### src/hw/rtp_pkg.sv
// package: register map, field layout and timing constants for the timer pair
package rtp_pkg;

   // register indices; byte address is four times the index
   localparam logic [7:0] IDX_GROUP_CTRL   = 8'h0E;
   localparam logic [7:0] IDX_T0_RELOAD_HI = 8'h10;
   localparam logic [7:0] IDX_T0_RELOAD_LO = 8'h11;
   localparam logic [7:0] IDX_T0_COUNT_HI  = 8'h12;
   localparam logic [7:0] IDX_T0_COUNT_LO  = 8'h13;
   localparam logic [7:0] IDX_T1_CONTROL   = 8'h14;
   localparam logic [7:0] IDX_T1_RELOAD_HI = 8'h15;
   localparam logic [7:0] IDX_T1_RELOAD_LO = 8'h16;
   localparam logic [7:0] IDX_T1_COUNT_HI  = 8'h17;
   localparam logic [7:0] IDX_T1_COUNT_LO  = 8'h18;
   localparam logic [7:0] IDX_IRQ_STATUS   = 8'h20;

   // second timer control field positions
   localparam int CTRL_STOP_RX_BIT = 7;
   localparam int CTRL_START_LSB   = 4;
   localparam int CTRL_AUTO_BIT    = 3;
   localparam int CTRL_CLK_LSB     = 0;
   localparam logic [7:0] CTRL_WRITE_MASK = 8'hBB;

   // group control: running bits above, modify mask below
   localparam int GRP_RUN_LSB  = 4;
   localparam int GRP_MASK_LSB = 0;

   // status register: underflow flag, write one to clear
   localparam int IRQ_FLAG_BIT = 0;

   // start modes
   localparam logic [1:0] START_NONE    = 2'h0;
   localparam logic [1:0] START_TX_END  = 2'h1;
   localparam logic [1:0] START_TRIM    = 2'h2;
   localparam logic [1:0] START_TRIM_UF = 2'h3;

   // clock sources
   localparam logic [1:0] CLK_BASE   = 2'h0;
   localparam logic [1:0] CLK_SLOW   = 2'h1;
   localparam logic [1:0] CLK_CASC_A = 2'h2;
   localparam logic [1:0] CLK_CASC_B = 2'h3;

   // reset values
   localparam logic [7:0]  CTRL_RST   = 8'h00;
   localparam logic [15:0] RELOAD_RST = 16'h0000;

   // timing: base tick is 13.56 MHz from a fractional accumulator
   localparam int SYS_CLK_HZ   = 100_000_000;
   localparam int BASE_TICK_HZ = 13_560_000;
   localparam int ACC_SCALE    = 10_000;
   localparam logic [13:0] ACC_STEP = 14'(BASE_TICK_HZ / ACC_SCALE);
   localparam logic [13:0] ACC_MOD  = 14'(SYS_CLK_HZ / ACC_SCALE);
   localparam int SLOW_DIV = 64;
   localparam logic [5:0] SLOW_LAST = 6'(SLOW_DIV - 1);

   typedef enum logic {PH_IDLE, PH_WAIT} rtp_phase_t;

endpackage

### src/hw/rtp_timer_regs.sv
// module: timer pair with register file on an AHB-Lite slave port
//
// Local design decision: register access over AHB-Lite.
`timescale 1ns/10ps
`default_nettype none
module rtp_timer_regs #(
   parameter int ADDR_W = 10
) (
   // clock and reset
   input  wire logic              mclk,
   input  wire logic              rst,
   // ahb-lite slave
   input  wire logic              hsel,
   input  wire logic [ADDR_W-1:0] haddr,
   input  wire logic [1:0]        htrans,
   input  wire logic              hwrite,
   input  wire logic [2:0]        hsize,
   input  wire logic [31:0]       hwdata,
   input  wire logic              hready,
   output logic      [31:0]       hrdata,
   output logic                   hreadyout,
   output logic                   hresp,
   // front end events, same clock
   input  wire logic              tx_done,
   input  wire logic              rx_nibble_done,
   input  wire logic              third_underflow,
   // low frequency oscillator pin
   input  wire logic              low_freq_oscillator,
   // timer events
   output logic                   first_underflow,
   output logic                   second_underflow,
   output logic                   second_underflow_irq
);
   import rtp_pkg::*;

   rtp_phase_t  phase_reg, phase_next;
   logic [7:0]  idx_reg, idx_next;
   logic        wr_reg, wr_next;
   logic        rdy_reg, rdy_next;
   logic [31:0] rdata_reg, rdata_next;
   logic [13:0] acc_reg, acc_next;
   logic        base_tick_reg, base_tick_next;
   logic [5:0]  slow_cnt_reg, slow_cnt_next;
   logic        slow_tick_reg, slow_tick_next;
   logic        osc_s1_reg, osc_s2_reg, osc_s3_reg;
   logic [15:0] t0_reload_reg, t0_reload_next;
   logic [15:0] t0_cnt_reg, t0_cnt_next;
   logic        t0_run_reg, t0_run_next;
   logic        t0_uf_reg, t0_uf_next;
   logic [7:0]  t1_ctrl_reg, t1_ctrl_next;
   logic [15:0] t1_reload_reg, t1_reload_next;
   logic [15:0] t1_cnt_reg, t1_cnt_next;
   logic        t1_run_reg, t1_run_next;
   logic        t1_uf_reg, t1_uf_next;
   logic        irq_reg, irq_next;

   logic        wr_en, rd_en, osc_rise, t1_tick, trim, trim_no_uf;
   logic        start0, stop0, start1, stop1, auto_start1;
   logic [1:0]  mode1, sel1;
   logic [7:0]  wdata;

   assign mode1      = t1_ctrl_reg[CTRL_START_LSB +: 2];
   assign sel1       = t1_ctrl_reg[CTRL_CLK_LSB +: 2];
   assign trim       = mode1[1];
   assign trim_no_uf = (mode1 == START_TRIM);
   assign wdata      = hwdata[7:0];
   assign wr_en      = (phase_reg == PH_WAIT) && wr_reg;
   assign rd_en      = (phase_reg == PH_WAIT) && !wr_reg;
   // only the second and third sync stages feed the edge detector
   assign osc_rise   = osc_s2_reg && !osc_s3_reg;

   always_comb begin
      unique case (sel1)
         CLK_BASE:   t1_tick = base_tick_reg;
         CLK_SLOW:   t1_tick = slow_tick_reg;
         CLK_CASC_A: t1_tick = t0_uf_reg;
         CLK_CASC_B: t1_tick = third_underflow;
      endcase
   end

   // group control: a running bit moves only under its mask bit
   always_comb begin
      logic grp_wr;
      grp_wr = wr_en && (idx_reg == IDX_GROUP_CTRL);
      start0 = grp_wr && wdata[GRP_MASK_LSB] && wdata[GRP_RUN_LSB];
      stop0  = grp_wr && wdata[GRP_MASK_LSB] && !wdata[GRP_RUN_LSB];
      start1 = grp_wr && wdata[GRP_MASK_LSB+1] && wdata[GRP_RUN_LSB+1];
      stop1  = grp_wr && wdata[GRP_MASK_LSB+1] && !wdata[GRP_RUN_LSB+1];
      auto_start1 = tx_done && (mode1 == START_TX_END);
   end

   // bus phase, register writes and read data
   always_comb begin
      phase_next     = phase_reg;
      idx_next       = idx_reg;
      wr_next        = wr_reg;
      rdy_next       = rdy_reg;
      rdata_next     = rdata_reg;
      t0_reload_next = t0_reload_reg;
      t1_ctrl_next   = t1_ctrl_reg;
      t1_reload_next = t1_reload_reg;
      unique case (phase_reg)
         PH_IDLE: begin
            if (hsel && htrans[1] && hready) begin
               phase_next = PH_WAIT;
               idx_next   = haddr[ADDR_W-1:2];
               wr_next    = hwrite;
               rdy_next   = 1'b0;
            end
         end
         PH_WAIT: begin
            // one wait state lets a read see the write just before it
            phase_next = PH_IDLE;
            rdy_next   = 1'b1;
            rdata_next = 32'h0000_0000;
            if (wr_reg) begin
               // reload writes touch only the stored value, not the count
               unique case (idx_reg)
                  IDX_T0_RELOAD_HI: t0_reload_next[15:8] = wdata;
                  IDX_T0_RELOAD_LO: t0_reload_next[7:0] = wdata;
                  IDX_T1_CONTROL:
                     t1_ctrl_next = wdata & CTRL_WRITE_MASK;
                  IDX_T1_RELOAD_HI: t1_reload_next[15:8] = wdata;
                  IDX_T1_RELOAD_LO: t1_reload_next[7:0] = wdata;
                  default: ;
               endcase
            end else begin
               unique case (idx_reg)
                  IDX_GROUP_CTRL:
                     rdata_next[7:0] = {2'h0, t1_run_reg, t0_run_reg,
                                        4'h0};
                  IDX_T0_RELOAD_HI: rdata_next[7:0] = t0_reload_reg[15:8];
                  IDX_T0_RELOAD_LO: rdata_next[7:0] = t0_reload_reg[7:0];
                  IDX_T0_COUNT_HI:  rdata_next[7:0] = t0_cnt_reg[15:8];
                  IDX_T0_COUNT_LO:  rdata_next[7:0] = t0_cnt_reg[7:0];
                  IDX_T1_CONTROL:   rdata_next[7:0] = t1_ctrl_reg;
                  IDX_T1_RELOAD_HI: rdata_next[7:0] = t1_reload_reg[15:8];
                  IDX_T1_RELOAD_LO: rdata_next[7:0] = t1_reload_reg[7:0];
                  IDX_T1_COUNT_HI:  rdata_next[7:0] = t1_cnt_reg[15:8];
                  IDX_T1_COUNT_LO:  rdata_next[7:0] = t1_cnt_reg[7:0];
                  IDX_IRQ_STATUS:   rdata_next[IRQ_FLAG_BIT] = irq_reg;
                  default: ;
               endcase
            end
         end
      endcase
   end

   // tick dividers and both timers
   always_comb begin
      logic [14:0] acc_sum;
      acc_sum        = {1'b0, acc_reg} + {1'b0, ACC_STEP};
      acc_next       = acc_sum[13:0];
      base_tick_next = 1'b0;
      // fractional divide: average rate is exact, spacing jitters by one
      if (acc_sum >= {1'b0, ACC_MOD}) begin
         acc_next       = 14'(acc_sum - {1'b0, ACC_MOD});
         base_tick_next = 1'b1;
      end
      slow_cnt_next  = slow_cnt_reg;
      slow_tick_next = 1'b0;
      if (base_tick_reg) begin
         slow_cnt_next  = slow_cnt_reg + 6'h01;
         slow_tick_next = (slow_cnt_reg == SLOW_LAST);
      end

      t0_cnt_next = t0_cnt_reg;
      t0_run_next = t0_run_reg;
      t0_uf_next  = 1'b0;
      if (t0_run_reg && base_tick_reg) begin
         if (t0_cnt_reg == 16'h0000) begin
            t0_uf_next  = 1'b1;
            t0_run_next = 1'b0;
         end else begin
            t0_cnt_next = t0_cnt_reg - 16'h0001;
         end
      end
      if (stop0) begin
         t0_run_next = 1'b0;
      end
      if (start0) begin
         t0_cnt_next = t0_reload_reg;
         t0_run_next = 1'b1;
      end

      t1_cnt_next = t1_cnt_reg;
      t1_run_next = t1_run_reg;
      t1_uf_next  = 1'b0;
      if (t1_run_reg && t1_tick) begin
         if (t1_cnt_reg == 16'h0000) begin
            // untimed trimming holds at zero with no underflow
            if (!trim_no_uf) begin
               t1_uf_next = 1'b1;
               if (t1_ctrl_reg[CTRL_AUTO_BIT]) begin
                  t1_cnt_next = t1_reload_reg;
               end else begin
                  t1_run_next = 1'b0;
               end
            end
         end else begin
            t1_cnt_next = t1_cnt_reg - 16'h0001;
         end
      end
      if (rx_nibble_done && t1_ctrl_reg[CTRL_STOP_RX_BIT] && !trim) begin
         t1_run_next = 1'b0;
      end
      if (trim && osc_rise) begin
         if (t1_run_reg) begin
            t1_run_next = 1'b0;
         end else begin
            t1_cnt_next = t1_reload_reg;
            t1_run_next = 1'b1;
         end
      end
      if (stop1) begin
         t1_run_next = 1'b0;
      end
      if (start1 || auto_start1) begin
         t1_cnt_next = t1_reload_reg;
         t1_run_next = 1'b1;
      end

      // new underflow wins over a clear in the same cycle
      irq_next = irq_reg;
      if (wr_en && (idx_reg == IDX_IRQ_STATUS) && wdata[IRQ_FLAG_BIT]) begin
         irq_next = 1'b0;
      end
      if (t1_uf_next) begin
         irq_next = 1'b1;
      end
   end

   always_ff @(posedge mclk) begin
      if (rst) begin
         phase_reg     <= PH_IDLE;
         idx_reg       <= 8'h00;
         wr_reg        <= 1'b0;
         rdy_reg       <= 1'b1;
         rdata_reg     <= 32'h0000_0000;
         acc_reg       <= 14'h0000;
         base_tick_reg <= 1'b0;
         slow_cnt_reg  <= 6'h00;
         slow_tick_reg <= 1'b0;
         osc_s1_reg    <= 1'b0;
         osc_s2_reg    <= 1'b0;
         osc_s3_reg    <= 1'b0;
         t0_reload_reg <= RELOAD_RST;
         t0_cnt_reg    <= 16'h0000;
         t0_run_reg    <= 1'b0;
         t0_uf_reg     <= 1'b0;
         t1_ctrl_reg   <= CTRL_RST;
         t1_reload_reg <= RELOAD_RST;
         t1_cnt_reg    <= 16'h0000;
         t1_run_reg    <= 1'b0;
         t1_uf_reg     <= 1'b0;
         irq_reg       <= 1'b0;
      end else begin
         phase_reg     <= phase_next;
         idx_reg       <= idx_next;
         wr_reg        <= wr_next;
         rdy_reg       <= rdy_next;
         rdata_reg     <= rdata_next;
         acc_reg       <= acc_next;
         base_tick_reg <= base_tick_next;
         slow_cnt_reg  <= slow_cnt_next;
         slow_tick_reg <= slow_tick_next;
         osc_s1_reg    <= low_freq_oscillator;
         osc_s2_reg    <= osc_s1_reg;
         osc_s3_reg    <= osc_s2_reg;
         t0_reload_reg <= t0_reload_next;
         t0_cnt_reg    <= t0_cnt_next;
         t0_run_reg    <= t0_run_next;
         t0_uf_reg     <= t0_uf_next;
         t1_ctrl_reg   <= t1_ctrl_next;
         t1_reload_reg <= t1_reload_next;
         t1_cnt_reg    <= t1_cnt_next;
         t1_run_reg    <= t1_run_next;
         t1_uf_reg     <= t1_uf_next;
         irq_reg       <= irq_next;
      end
   end

   assign hrdata               = rdata_reg;
   assign hreadyout            = rdy_reg;
   assign hresp                = 1'b0;
   assign first_underflow      = t0_uf_reg;
   assign second_underflow     = t1_uf_reg;
   assign second_underflow_irq = irq_reg;
endmodule
`default_nettype wire

### config.mk
export PLATFORM = sky130hd
export DESIGN_NAME = rtp_timer_regs
export DESIGN_NICKNAME = d
export VERILOG_FILES = /design/src/hw/rtp_pkg.sv /design/src/hw/rtp_timer_regs.sv
export SDC_FILE = /design/constraint.sdc
export NUM_CORES = 1
export LEC_CHECK = 0
export BUFFER_PORTS_ARGS = -buffer_cell sky130_fd_sc_hd__buf_2
export CORE_MARGIN = 4
export CORE_UTILIZATION = 58
export DETAILED_ROUTE_END_ITERATION = 8
export GPL_TIMING_DRIVEN = 1
export PLACE_DENSITY_LB_ADDON = 0.08
export SLEW_MARGIN = 10
export SYNTH_ARGS = -nofsm -noshare
export SYNTH_HDL_FRONTEND = slang
export SYNTH_SLANG_ARGS = --single-unit
### constraint.sdc
create_clock -name mclk -period 2.8 [get_ports mclk]
set_input_delay 0.28 -clock mclk [delete_from_list [all_inputs] [get_ports mclk]]
set_output_delay 0.28 -clock mclk [all_outputs]
set_load 0.03 [all_outputs]
* Yosys cells after proc, flatten, opt, wreduce, memory -nomap -nowiden *
Cells that the tools add are included.
Widths: inputs -> output; s select.

cells by class
  $add $sub $neg = 5
  magnitude comparators = 1
  equal/unequal tests = 21
  muxes and demuxes = 39
  bitwise operators = 3
  reduce and logical (&&, ||, !) cells = 44

operators by type and width
  cell                    number
  $mux 16                 10
  $eq 8x5->1 const B      9
  $pmux 7 s10             1
  $logic_not 16->1        2
  $sub 16x1->16 const B   2
  $mux 1                  22
  $logic_and 1x1->1       19
  $add 14x11->15 const B  1
  $ge 15x14->1 const B    1
  $reduce_and 3->1        5
  $mux 14                 1
  $sub 14x14->14 const B  1
  $ne 5x1->1 const B      2
  $pmux 1 s10             1
  $reduce_bool 5->1       2
  $eq 8x4->1 const B      1
  $eq 8x6->1 const B      1
  $mux 8                  1
  $add 6x1->6 const B     1
  $eq 2x2->1 const B      3
  $eq 6x6->1 const B      1
  $reduce_and 2->1        3
  $reduce_bool 3->1       2
  $eq 2x1->1 const B      2
  other kinds (10)        19

word-level totals
  register bits after elaboration = 119
  output and inout port bits = 37
  logic and storage cells = 137

* Longest topological paths before layout *
  depth in word-level cells = 8
  mapped depth = 11
  gate-level depth less buffers = 10

* Worst setup path after synthesis *
OpenSTA, ideal clock, no wires.

  path type = flip-flop to flip-flop
  start = register acc_reg[2]
  end = register acc_reg[10]
  arrival time = 2294 ps
  data required time = 2677 ps
  slack = 383 ps
  cell stages (with the launch flop) = 10
  buffers on the path = 1
  cell sequence = dfxtp_1 > buf_2 > inv_1 > ha_1 > and4b_1 > and3b_1 > a221oi_1 > a41oi_2 > a21oi_1 > mux2_1

on the way
  word-level cells in the longest chain between the ends = 3
  elaborated cells on any way between the ends = 4

RTL lines
  what                                            line                                          text
  from (decl)                                     rtp_timer_regs.sv:41                          logic [13:0] acc_reg, acc_next;
  from (signal assigned)                          rtp_timer_regs.sv:263                         acc_reg <= acc_next;
  $add 14x11->15 (*)                              rtp_timer_regs.sv:152                         acc_sum = {1'b0, acc_reg} + {1'b0, ACC_STEP};
  $sub 14x14->14 or $ge 15x14->1 (tied branches)  rtp_timer_regs.sv:157, rtp_timer_regs.sv:156
  $mux 14 (*)                                     rtp_timer_regs.sv:156                         if (acc_sum >= {1'b0, ACC_MOD}) begin

Every way passes the cells marked *; elsewhere a longest branch is shown, timed or not.
A chain may end at the register's enable or synchronous reset.

* Worst setup path in the final report *
  start = register acc_reg[3]
  end = register acc_reg[11]

The elaborated chain is that of the path after synthesis.

==> results by stage <==
Die:
- The placeable core region is 0.0110 sq mm.
- Measured along the y axis, the die boundary spans 115 um.
- The number of primary I/O pins is 93.
- The initial utilization of the core area, before any placement, comes to 0.601.
- The floorplan step defined a die boundary enclosing between 0.01 and 0.015 sq mm.
- The die width is 115 um.
- The floorplan has 38 rows.

Clock tree:
- The number of setup buffers added after CTS is 0.
- Counting along the longest clock path gives a buffer depth of 2.
- The hold-fix buffer count after cts is 0.
- The clock insertion delay at the later pin of the skew report is 0.42 ns.
- The clock tree from TritonCTS is yes.
- Clock-pin slew was measured on the worst setup and hold paths at approximately 0.05 ns.
- The total clock sinks is 117.
- The number of cells upsized or downsized after cts is 0.
- Buffers inserted during clock tree synthesis total 17.
- The H-tree level count is 4.
- The cell at the root of the clock tree is clkbuf_16.

Yosys:
- The synthesized area per cell is 8.25 sq um.
- In the synthesized netlist the dominant register cell turns out to be dfxtp_1.
- Of the synthesized area, sequential elements account for 0.355.
- The fraction of registers with async set or reset after synthesis is 0.
- The number of different library cells used by synthesis comes to 83.
- Synthesis produced 800 cells.
- After synthesis the netlist holds a flip-flop and latch count of approximately 120.
- The count of yosys warnings during synthesis is 0.
- The area of the mapped netlist is about 0.0066 sq mm.
- Counting flops with a built-in enable in the synthesized netlist gives 0.

STA:
- The clock arrives with between 0.005 and 0.006 ns of skew.
- The count of final hold-check violations is 0.
- At the pin with the least slew margin, the transition time is between 0.8 and 0.9 ns.
- The time the worst path needs with I/O delays and setup is about 2.6 ns.
- Headroom to the max-slew limit came out at 0.466.
- The maximum frequency from static timing analysis is 0.382 GHz.
- The final worst-path setup slack is 0.179 ns.
- Setup repair after global routing left no endpoint under its margin.
- The number of pins with negative max-slew slack in the final report is 0.
- The minimum hold slack is 0.0968 ns.
- The final sum of negative setup slack is 0 ns.
- The final setup violation count is 0.
- Of the available clock period, the critical path in the final layout requires 0.936.

Route:
- The average wire per standard cell is 18.9 um.
- After detailed routing, the total wire length is 18600 um.
- The number of detailed-routing iterations run before antenna repair is 5.
- In the routed design, unresolved DRC markers number 0.
- The detailed-route via count is ~6100.
- The detailed router's first-iteration violation count is 780.
- Once detail routing completed, the nets flagged for antenna violations numbered 0.
- The per-cell via count in the routed design is 6.21.

Global routing:
- The number of global-route vias before repair is 5703.
- The global-route wire length before repair is 29900 um.
- The leftover overflow at the end of global routing is 0.
- The global routing usage summed across all routing layers is 0.292.
- The initial antenna violation count was 0.
- The pin count of the biggest net entering global routing is 63.

Placed design:
- The setup slack at placement is around 0.12 ns.
- Routability-driven placement finished with a final weighted congestion of 0.917.
- The number of placed instances with taps included is 952.
- The detailed placement HPWL is 13200 um.
- Port buffering added 37 buffers.
- After detailed placement, the total cell area comes to 0.00684 sq mm.

Cells and area:
- Relative to the synthesized area, the layout overhead comes to 13.2%.
- For this run, the share of the core covered by cells in the final layout is 0.680.
- The filler cells instantiated in the layout total 906.
- The finished layout holds about 1000 standard cells, fillers aside.
- In the final layout, flip-flops and latches occupy 0.00234 sq mm.
- The library cell used most frequently in the layout, excluding fill and tap cells, is dfxtp_1.
- The design area is 0.00747 sq mm.
- Summing all multi-input logic gate instances after layout gives 0.00389 sq mm.
- The final antenna diode count is 0.
- The net count of the finished layout is 895.
- The fraction of layout cells with a size suffix above 1 is 0.150.
- Leaving out fill and tap cells, the most frequent cells in the layout are dfxtp_1, nor2_1, nand2_1.

Power:
- The total power per unit cell area is roughly 600 mW/mm^2.
- Summed over all cells, the static leakage comes to 2.78 nW.
- IR analysis of the VDD net gives a maximum drop of between 0.0005 and 0.0006 V.
- Overall power consumption after layout is estimated at 4.46 mW.

Run status:
- The run finished with clean final reports.

Critical path:
- Measured in cells, the most critical reg-to-reg path has a length of 9.
- The category of the most critical setup path is reg -> reg.
- The endpoint arrival time on the critical path is 2.92 ns.
- The worst setup path is captured at a register.
- The worst setup path is launched from a register.
- Along the worst path, the maximum fanout reaches 8.
- The data required time at the worst endpoint is 3.10 ns.

Min path:
- The path class of the tightest hold or removal check is in -> reg.
- Along the worst hold path, the cell count comes to 3.

Run:
- Across the run, the number of max-cap violations was 0.
synthesized netlist by cell type, drive strengths merged, types with 3 or more instances:
master,count,share of area
xor2,9,0.013
mux4,5,0.017
nor2,106,0.062
nand2b,6,0.0057
or3b,3,0.0044
clkbuf,30,0.017
a221oi,6,0.0089
a211oi,13,0.015
and2,11,0.010
nand4,7,0.0066
a21o,3,0.0034
inv,19,0.011
a31oi,4,0.0038
a22o,10,0.013
a22oi,7,0.0080
and3b,4,0.0053
ha,8,0.015
a21oi,63,0.049
nand2,77,0.044
a311oi,4,0.0053
nand3,23,0.017
mux2i,43,0.065
nor2b,6,0.0057
o221ai,4,0.0053
xnor2,15,0.020
o211ai,3,0.0034
nor4b,3,0.0049
nor3,28,0.024
o21ai,38,0.029
dfxtp,117,0.35
buf,43,0.042
o22ai,8,0.0076
nor4,12,0.019
a41oi,3,0.0051
or3,11,0.012
mux2,10,0.017
cell type report:
| class | count | area share |
|---|---|---|
| Sequential cell | 117 | 0.314 |
| Multi-Input combinational cell | 614 | 0.520 |
| Tap cell | 140 | 0.0234 |
| Clock inverter | 14 | 0.0246 |
| Timing Repair Buffer | 61 | 0.0492 |
| Inverter | 20 | 0.0100 |
| Clock buffer | 18 | 0.0588 |
where the power goes:
group / leakage, nW / internal, mW / switching [mW] / total, mW
Sequential: 0.946 / 1.70 / 0.0646 / 1.77
Clock: 0.297 / 1.50 / 0.785 / 2.29
Combinational: 1.54 / 0.141 / 0.264 / 0.405
routing by layer:
| metal | part of all wire | track usage | vias up |
|---|---|---|---|
| li1 | - | - | 2884 |
| met1 | 0.43 | 0.404 | 2871 |
| met2 | 0.45 | 0.443 | 310 |
| met3 | 0.097 | 0.0671 | 47 |
| met4 | 0.028 | 0.108 | 0 |
| met5 | 0 | 0 | - |
critical path, cell delays in order, from the launching register on:
cell	delay [ns]
dfxtp_2	0.39
inv_1	0.08
ha_1	0.28
and4b_1	0.35
nor2_1	0.09
or3b_1	0.34
and4_1	0.18
and2_1	0.24
o22ai_1	0.22
mux2_1	0.33
path summary, 6_finish.rpt:
kind                    from          end  slack [ns]
setup / recovery  acc_reg[3]  acc_reg[11]        0.18
hold / removal      haddr[5]   idx_reg[3]         0.1
setup reg to reg  acc_reg[3]  acc_reg[11]        0.18
hold reg to reg       wr_reg       wr_reg        0.46
logic make-up (layout without fill, tap and decap cells):
family	Yosys count	after routing	synth area share
adder cells (fa/ha/maj)	8	8	0.0152
AO/OA/AOI/OAI	187	187	0.187
flip-flops	117	117	0.355
AND/OR/NAND/NOR	312	312	0.240
multiplexers	58	58	0.0993
buffers and inverters	93	113	0.0709
other	1	25	0.000568
XOR/XNOR	24	24	0.0330
Power figures use the tool's default switching activity.
